==> src/core/vfd_regs.svh <==
// Offsets, field positions, reset values and timing counts of the display block.
// Assumes a 32-bit Wishbone slave port with 12 byte-address bits.
`ifndef VFD_REGS_SVH
`define VFD_REGS_SVH

`define ADDR_W          12
`define MODE0_OFS       12'h000
`define MODE1_OFS       12'h004
`define MASK_OFS        12'h008
`define PORT_BASE       12'h010
`define RAM_BASE        12'h100

`define MODE0_TYPE_BIT  5
`define MODE0_FLAG_BIT  7
`define MODE1_CYC_BIT   0
`define MODE1_DIG_LSB   4

`define MODE0_RST       8'h00
`define MODE1_RST       8'h00
`define MASK_RST        8'h00
`define LATCH_RST       8'h00

`define CYCLE_SHORT     1024
`define CYCLE_LONG      2048

`define PIN_COUNT       53
`define PORT_PIN_FIRST  13
`define PORT_COUNT      5
`define RAM_DEPTH       80
`define RAM_STRIDE      16
`define SEG_BYTES       5
`define SEG_BITS        40

`endif

==> src/core/vfd_pkg.sv <==
// Types shared by the display output block and its helpers.
// Assumes vfd_regs.svh is on the include path.
`include "vfd_regs.svh"
package vfd_pkg;

  typedef enum logic [1:0] {STOPPED, BLANK, DIGIT, KEYSCAN} phase_t;

  typedef struct packed {
    logic        cyc;
    logic        stb;
    logic        we;
    logic [11:0] adr;
    logic [3:0]  sel;
    logic [31:0] dat;
  } wb_req_t;

  typedef struct packed {
    phase_t      phase;
    logic [4:0]  digitCount;
    logic [5:0]  segCount;
    logic [3:0]  digitIdx;
    logic        dataValid;
    logic        mode2;
  } pin_ctrl_t;

  typedef struct packed {
    logic        ack;
    logic [31:0] rdData;
    logic [6:0]  mode0;
    logic [7:0]  mode1;
    logic [5:0]  mask;
    logic [39:0] latch;
    phase_t      phase;
    logic [11:0] cnt;
    logic [3:0]  digitIdx;
    logic [2:0]  fetchIdx;
    logic [39:0] segBuf;
    logic [52:0] pins;
    logic        keyFlag;
  } vfd_state_t;

endpackage

==> src/core/disp_ram.sv <==
// Display data memory: one CPU read/write port, one DMA read port.
// Assumes the caller only writes in-range addresses.
`timescale 1ns/1ns
`include "vfd_regs.svh"
module disp_ram #(
  parameter int DEPTH = `RAM_DEPTH
) (
  input  wire logic       clock,
  input  wire logic       cpuWrEn,
  input  wire logic [6:0] cpuAddr,
  input  wire logic [7:0] cpuWrData,
  output logic      [7:0] cpuRdData,
  input  wire logic [6:0] dmaAddr,
  output logic      [7:0] dmaRdData
);

  logic [7:0] mem [DEPTH];

  // Whole window is plain RAM to the CPU
  always_ff @(posedge clock) begin
    if (cpuWrEn) begin
      mem[cpuAddr] <= cpuWrData;
    end
  end

  assign cpuRdData = (cpuAddr < DEPTH) ? mem[cpuAddr] : 8'h00;
  // DMA port is independent of any CPU access
  assign dmaRdData = (dmaAddr < DEPTH) ? mem[dmaAddr] : 8'h00;

endmodule // disp_ram

==> src/core/pin_mux.sv <==
// Per-pin selection between digit strobe, segment data and port latch.
// Assumes the controller supplies counts already truncated to the pin budget.
`timescale 1ns/1ns
`include "vfd_regs.svh"
module pin_mux (
  input  wire vfd_pkg::pin_ctrl_t    ctrl,
  input  wire logic [39:0]           segBuf,
  input  wire logic [39:0]           latch,
  output logic      [`PIN_COUNT-1:0] pinValue
);
  import vfd_pkg::*;

  function automatic logic pinFunc(input pin_ctrl_t c, input logic [5:0] pin,
                                   input logic portBit, input logic [39:0] seg);
    logic [5:0] digEnd;
    logic [5:0] segEnd;
    logic [5:0] segIdx;
    logic       dataBit;
    digEnd  = {1'b0, c.digitCount};
    segEnd  = digEnd + c.segCount;
    segIdx  = c.mode2 ? pin : pin - digEnd;
    dataBit = c.dataValid && (segIdx < 6'(`SEG_BITS)) && seg[segIdx];
    case (c.phase)
      STOPPED: pinFunc = portBit;
      BLANK:   pinFunc = (pin < segEnd) ? 1'b0 : portBit;
      KEYSCAN: pinFunc = portBit;
      DIGIT: begin
        if (pin < digEnd) begin
          pinFunc = c.mode2 ? dataBit : (c.dataValid && pin == {2'b00, c.digitIdx});
        end else if (pin < segEnd) begin
          pinFunc = dataBit;
        end else begin
          pinFunc = portBit;
        end
      end
      default: pinFunc = 1'b0;
    endcase
  endfunction

  // Pins from 0 upward: digits, then segments, then ports
  for (genvar i = 0; i < `PIN_COUNT; i++) begin : g_pin
    logic portBit;
    if (i >= `PORT_PIN_FIRST) begin : g_port
      assign portBit = latch[i-`PORT_PIN_FIRST];
    end else begin : g_fixed
      assign portBit = 1'b0;
    end
    assign pinValue[i] = pinFunc(ctrl, 6'(i), portBit, segBuf);
  end

endmodule // pin_mux

==> src/core/vfd_output_assign_keyscan.sv <==
// Display pin assignment, display RAM fetch and key-scan slot with Wishbone registers.
// Assumes a classic Wishbone master on the same clock and synchronous active-high reset.
`timescale 1ns/1ns
`include "vfd_regs.svh"

module vfd_output_assign_keyscan #(
  parameter int unsigned CYCLE_SHORT = `CYCLE_SHORT,
  parameter int unsigned CYCLE_LONG  = `CYCLE_LONG
) (
  input  wire logic                  clock,
  input  wire logic                  rst,
  input  wire vfd_pkg::wb_req_t      wbReq,
  output logic                       wbAck,
  output logic      [31:0]           wbDatOut,
  output logic      [`PIN_COUNT-1:0] displayOutPin,
  output logic                       keyScanFlag
);
  import vfd_pkg::*;

  vfd_state_t            st_reg;
  vfd_state_t            st_next;
  logic                  access;
  logic                  stopped;
  logic                  slotEnd;
  logic [11:0]           cycLast;
  logic [4:0]            digitCount;
  logic [5:0]            segRoom;
  logic [5:0]            segCount;
  logic [6:0]            cpuRamAddr;
  logic [7:0]            cpuRamData;
  logic [6:0]            dmaRamAddr;
  logic [7:0]            dmaRamData;
  logic                  ramWr;
  pin_ctrl_t             pinCtrl;
  logic [`PIN_COUNT-1:0] pinValue;

  function automatic logic isRam(input logic [11:0] a);
    isRam = (a >= `RAM_BASE) && (a < `RAM_BASE + 4 * `RAM_DEPTH);
  endfunction

  function automatic logic [6:0] ramIndex(input logic [11:0] a);
    ramIndex = 7'((a - `RAM_BASE) >> 2);
  endfunction

  assign access  = wbReq.cyc && wbReq.stb && !st_reg.ack;
  assign stopped = st_reg.mode1[7:`MODE1_DIG_LSB] == 4'h0;
  assign cycLast = st_reg.mode1[`MODE1_CYC_BIT] ? 12'(CYCLE_LONG - 1)
                                                : 12'(CYCLE_SHORT - 1);
  assign slotEnd = st_reg.cnt == cycLast;

  // Field value 1..15 selects 2..16 digits
  assign digitCount = {1'b0, st_reg.mode1[7:`MODE1_DIG_LSB]} + 5'd1;
  assign segRoom    = 6'(`PIN_COUNT) - {1'b0, digitCount};
  assign segCount   = ({1'b0, st_reg.mode0[4:0]} > segRoom) ? segRoom
                                                            : {1'b0, st_reg.mode0[4:0]};

  // Digit k takes byte j of its data from index k + 16*j
  assign dmaRamAddr = 7'(st_reg.digitIdx + `RAM_STRIDE * st_reg.fetchIdx);
  assign cpuRamAddr = ramIndex(wbReq.adr);
  assign ramWr      = access && wbReq.we && wbReq.sel[0] && isRam(wbReq.adr);

  assign pinCtrl.phase      = st_reg.phase;
  assign pinCtrl.digitCount = digitCount;
  assign pinCtrl.segCount   = segCount;
  assign pinCtrl.digitIdx   = st_reg.digitIdx;
  assign pinCtrl.dataValid  = st_reg.fetchIdx == 3'(`SEG_BYTES);
  assign pinCtrl.mode2      = st_reg.mode0[`MODE0_TYPE_BIT];

  disp_ram #(
    .DEPTH(`RAM_DEPTH)
  ) u_ram (
    .clock     (clock),
    .cpuWrEn   (ramWr),
    .cpuAddr   (cpuRamAddr),
    .cpuWrData (wbReq.dat[7:0]),
    .cpuRdData (cpuRamData),
    .dmaAddr   (dmaRamAddr),
    .dmaRdData (dmaRamData)
  );

  pin_mux u_mux (
    .ctrl     (pinCtrl),
    .segBuf   (st_reg.segBuf),
    .latch    (st_reg.latch),
    .pinValue (pinValue)
  );

  always_comb begin
    st_next     = st_reg;
    st_next.ack = access;

    // Register reads
    if (access && !wbReq.we) begin
      st_next.rdData = 32'h0000_0000;
      if (wbReq.adr == `MODE0_OFS) begin
        st_next.rdData[7:0] = {st_reg.keyFlag, st_reg.mode0};
      end else if (wbReq.adr == `MODE1_OFS) begin
        st_next.rdData[7:0] = st_reg.mode1;
      end else if (wbReq.adr == `MASK_OFS) begin
        st_next.rdData[7:0] = {2'b00, st_reg.mask};
      end else if (isRam(wbReq.adr)) begin
        st_next.rdData[7:0] = cpuRamData;
      end
      for (int p = 0; p < `PORT_COUNT; p++) begin
        if (wbReq.adr == 12'(`PORT_BASE + 4 * p)) begin
          st_next.rdData[7:0] = st_reg.latch[8*p +: 8];
        end
      end
    end

    // Register writes; the flag bit is never stored
    if (access && wbReq.we && wbReq.sel[0]) begin
      if (wbReq.adr == `MODE0_OFS) begin
        st_next.mode0 = wbReq.dat[6:0];
      end else if (wbReq.adr == `MODE1_OFS) begin
        st_next.mode1 = wbReq.dat[7:0];
      end else if (wbReq.adr == `MASK_OFS) begin
        st_next.mask = wbReq.dat[5:0];
      end
      for (int p = 0; p < `PORT_COUNT; p++) begin
        if (wbReq.adr == 12'(`PORT_BASE + 4 * p)) begin
          st_next.latch[8*p +: 8] = wbReq.dat[7:0];
        end
      end
    end

    // Display sequencing
    if (stopped) begin
      st_next.phase    = STOPPED;
      st_next.cnt      = 12'h000;
      st_next.digitIdx = 4'h0;
      st_next.fetchIdx = 3'h0;
    end else begin
      st_next.cnt = slotEnd ? 12'h000 : st_reg.cnt + 12'h001;
      case (st_reg.phase)
        STOPPED: begin
          st_next.phase = BLANK;
          st_next.cnt   = 12'h000;
        end
        BLANK, KEYSCAN: begin
          if (slotEnd) begin
            st_next.phase    = DIGIT;
            st_next.digitIdx = 4'h0;
            st_next.fetchIdx = 3'h0;
          end
        end
        DIGIT: begin
          if (st_reg.fetchIdx < 3'(`SEG_BYTES)) begin
            st_next.segBuf[8*st_reg.fetchIdx +: 8] = dmaRamData;
            st_next.fetchIdx = st_reg.fetchIdx + 3'h1;
          end
          if (slotEnd) begin
            st_next.fetchIdx = 3'h0;
            if ({1'b0, st_reg.digitIdx} >= digitCount - 5'd1) begin
              st_next.phase = KEYSCAN;
            end else begin
              st_next.digitIdx = st_reg.digitIdx + 4'h1;
            end
          end
        end
        default: st_next.phase = STOPPED;
      endcase
    end

    // Flag and pins both follow the current phase one cycle later
    st_next.keyFlag = st_reg.phase == KEYSCAN;
    st_next.pins    = pinValue;
  end

  always_ff @(posedge clock) begin
    if (rst) begin
      st_reg       <= '0;
      st_reg.mode0 <= 7'(`MODE0_RST);
      st_reg.mode1 <= `MODE1_RST;
      st_reg.mask  <= 6'(`MASK_RST);
      st_reg.latch <= {`PORT_COUNT{`LATCH_RST}};
      st_reg.phase <= STOPPED;
    end else begin
      st_reg <= st_next;
    end
  end

  assign wbAck         = st_reg.ack;
  assign wbDatOut      = st_reg.rdData;
  assign displayOutPin = st_reg.pins;
  assign keyScanFlag   = st_reg.keyFlag;

  logic [11:0] scanLen_reg;
  always_ff @(posedge clock) begin
    if (rst) begin
      scanLen_reg <= 12'h000;
    end else begin
      scanLen_reg <= keyScanFlag ? scanLen_reg + 12'h001 : 12'h000;
    end
  end
endmodule // vfd_output_assign_keyscan

==> config.mk <==
export PLATFORM = sky130hd
export DESIGN_NAME = vfd_output_assign_keyscan
export DESIGN_NICKNAME = d
export VERILOG_FILES = /design/src/core/vfd_pkg.sv /design/src/core/disp_ram.sv /design/src/core/pin_mux.sv /design/src/core/vfd_output_assign_keyscan.sv
export VERILOG_INCLUDE_DIRS = /design/src /design/src/core
export SDC_FILE = /design/constraint.sdc
export NUM_CORES = 1
export LEC_CHECK = 0
export BUFFER_PORTS_ARGS = -buffer_cell sky130_fd_sc_hd__buf_4
export CAP_MARGIN = 20
export CORE_MARGIN = 2
export CORE_UTILIZATION = 57
export DETAILED_ROUTE_END_ITERATION = 6
export PLACE_DENSITY = 0.77
export SLEW_MARGIN = 20
export SYNTH_ARGS = -nofsm -noshare
export SYNTH_HDL_FRONTEND = slang
export SYNTH_SLANG_ARGS = --single-unit
==> constraint.sdc <==
create_clock -name clock -period 5.4 [get_ports clock]
set_input_delay 0.54 -clock clock [delete_from_list [all_inputs] [get_ports clock]]
set_output_delay 0.54 -clock clock [all_outputs]
set_load 0.02 [all_outputs]
==> impl_metrics.toml <==
[worst_setup_path]
worstPathMaxFanout = 5
r2r.worst_path.cells = 22
startpoint = "st_reg[165]$_SDFFE_PP0P_"
worstPathArrival_ns = 5.64
cp-start-kind = "flip-flop"
ff2ff_setup_slack_ns = 0.27
criticalPathCategory = "flip-flop to flip-flop"
crit_required_ns = 5.91
cp-end-kind = "flip-flop"
r2r_end = "displayOutPin[10]$_SDFF_PP0_"
cp-endpoint = "displayOutPin[10]$_SDFF_PP0_"
r2r_start = "st_reg[165]$_SDFFE_PP0P_"

[logic_synthesis]
async_flop_share_pct = 0
ys_seq_area_share_pct = 51.26
synth.distinct_cells = 83
ys_warn_count = 0
synth_cells = 3271
syn_area_um2 = 44720
ys_seq_elements = 825
synth-main-ff-cell = "edfxtp_1"
syn-mean-instance-area_um2 = 13.67
synth_edf_count = 640

[cts]
htreeDepth = 3
cts_tree = "done"
cts_sinks = 825
clk_latency_ns = 0.68
clock_path_buffers = 3
numCtsBuffers = 86
holdBufCountCts = 0
root_buffer = "clkbuf_16"
cts.clk_slew.worst_paths_ns = 0.06

[finish]
fin_cells = 4440
fin_nets = 3437
largest_register_ffs = 640
area_growth_pct = 10.93
drive_above_1_share_pct = 25.51
final_area_um2 = 49610

[place]
dp_hpwl_um = 100200
place.port_buffers = 88
dp_slack_ns = 0.1035
place_inst = 4280
gp_congestion = 1.031
place_area_um2 = 46620

[run_status]
outcome = "finished, violations left"
violations = "DRC"

[pwr]
finalPower_mw = 13.58
p_per_area_nw_per_um2 = 273.7
leakagePower_nw = 16.43
ir_drop_v = 0.0003461

[timing]
slew_headroom_pct = 11.60
finalHoldViolations = 0
setup_viol = 0
rsz0062_at_grt = "false"
min_period_ns = 5.131
setup_slack_ns = 0.2688
setup_tns_ns = 0
clock_skew_ns = 0.04301
period_share_pct = 95.02
worst_slew_pin_slew_ns = 1.316
max_freq_ghz = 0.1949
slew_violations = 0

[drt]
finalWirelength_um = 149700
vias = 32370
ant_nets = 0
drc = 1
dr.pass1.iters = 7
first_iter_violations = 4756
wl_per_cell_um = 33.71
via_per_inst = 7.290

[run]
cap_violations = 0

[floorplanning]
core_um2 = 77590
io_pins = 140
dieArea_um2 = 80710
row_count = 102
fp.dieW_um = 284.1
floorplan.initialDensity_pct = 57.63
die_height_um = 284.1

[global_routing]
top_usage_layer = "met2"
grt_max_degree = 94
antenna_found_initial = 7
met1_usage_pct = 46.12
grt_overflow = 0
grt_util_all_layers_pct = 36.96
met2_usage_pct = 59.27
grt_use_met3_pct = 8.427
grt_pass1_vias = 32210
grt_pass1_wl_um = 218600

[worst_hold_path]
worstHoldPathType = "input pin to flip-flop"
## Yosys cell counts (all sizes together), types with 11 or more instances
library cell | n | share of area (%)
o21ai | 120 | 1.3
o211ai | 12 | 0.20
inv | 50 | 0.42
a221oi | 24 | 0.48
a22oi | 27 | 0.45
and3 | 15 | 0.21
nand3b | 16 | 0.27
o31ai | 12 | 0.20
nand3 | 78 | 0.87
dfxtp | 185 | 8.3
nor4 | 13 | 0.18
clkbuf | 116 | 0.97
nand2 | 204 | 1.7
mux4 | 416 | 21
a211oi | 12 | 0.20
nand2b | 30 | 0.42
xnor2 | 20 | 0.43
nor2b | 33 | 0.46
buf | 191 | 2.6
a21o | 13 | 0.22
mux2 | 24 | 0.61
nor2 | 293 | 2.5
or2 | 11 | 0.15
o22ai | 14 | 0.20
a21oi | 160 | 1.8
a31oi | 20 | 0.28
mux2i | 214 | 4.8
a22o | 35 | 0.69
and2 | 12 | 0.17
ha | 53 | 1.5
nor3 | 64 | 0.72
o221ai | 16 | 0.31
edfxtp | 640 | 43
## worst max-delay path, cell delays in order, from the launching register on
cell and delay (ns):
dfxtp_2 0.39, inv_1 0.10, ha_4 0.31, ha_1 0.18
inv_1 0.09, xnor2_2 0.20, ha_1 0.28, a21oi_1 0.15
a41oi_1 0.07, maj3_1 0.36, and3_1 0.21, mux2i_1 0.17
ha_1 0.19, inv_1 0.06, fa_1 0.37, nand2b_1 0.20
a2111oi_2 0.35, mux2i_1 0.18, or2_2 0.37, o21ai_0 0.41
o22ai_1 0.16, nand2b_1 0.09, o311ai_0 0.11
## report_power, final
| group | internal, mW | switching (mW) |
|---|---|---|
| sequential | 6.83 | 0.000401 |
| clock | 3.55 | 2.64 |
| combinational | 0.188 | 0.376 |
| total | 10.6 | 3.01 |
## placed cells by master, fill, tap and decap left out, types with 47 or more instances in the layout
| cell type | count |
|---|---|
| a21oi_1 | 159 |
| buf_4 | 242 |
| clkbuf_16 | 87 |
| dfxtp_1 | 179 |
| edfxtp_1 | 640 |
| ha_1 | 51 |
| inv_1 | 47 |
| mux2i_1 | 214 |
| mux4_2 | 416 |
| nand2_1 | 204 |
| nand3_1 | 78 |
| nor2_1 | 285 |
| nor3_1 | 62 |
| o21ai_0 | 115 |
## per-stage QoR
step | utilization, % | hold slack [ns]
global route | 63.93 | 0.3075
CTS | 63.86 | 0.2649
global placement | 60.07 | 0.4403
detailed placement | 60.08 | 0.4528
floorplan | - | 0.4297
finish | 63.93 | 0.2883
## routing by layer
layer	share of wire, %	vias up
met2	47	2675
met5	0.040	-
met4	7.5	10
li1	-	13000
met1	33	16160
met3	12	521
## cell families (layout without fill, tap and decap cells)
| kind of cell | Yosys count | in the layout | share of synthesized area, % |
|---|---|---|---|
| flops | 825 | 825 | 51.26 |
| simple gates | 801 | 801 | 8.175 |
| mux | 654 | 654 | 26.35 |
| compound gates | 544 | 544 | 7.921 |
| buf+inv | 360 | 465 | 4.009 |
| fa+ha+maj | 55 | 55 | 1.550 |
| xor+xnor | 31 | 31 | 0.7275 |
| other cells | 1 | 25 | 0.008385 |
## what timing repair did
action                                 in CTS  in global routing
buffers inserted                            0                  2
resized for setup                           0                 11
endpoints found under the hold margin       0                  0
setup endpoints to repair                   0                 21
## cell type report
type                            instances  area (µm²)
Antenna cell                            1       2.502
Clock buffer                          107        2272
Clock inverter                         50       655.6
Fill cell                            5595       27990
Inverter                               53       198.9
Multi-Input combinational cell       2109       20180
Sequential cell                       825       22940
Tap cell                             1040        1301
Timing Repair Buffer                  255        2057
## worst min-delay path by stage
stage / start / endpoint / depth (start not counted)
3_3_place_gp: st_reg[101]$_SDFF_PP0_ / st_reg[101]$_SDFF_PP0_ / 1
2_1_floorplan: st_reg[101]$_SDFF_PP0_ / st_reg[101]$_SDFF_PP0_ / 1
4_1_cts: wbReq[49] / wbAck$_SDFF_PP0_ / 3
6_report: wbReq[49] / wbAck$_SDFF_PP0_ / 3
5_1_grt: wbReq[49] / wbAck$_SDFF_PP0_ / 3
3_5_place_dp: st_reg[101]$_SDFF_PP0_ / st_reg[101]$_SDFF_PP0_ / 1
No activity file was read; power rests on OpenSTA's default activity.
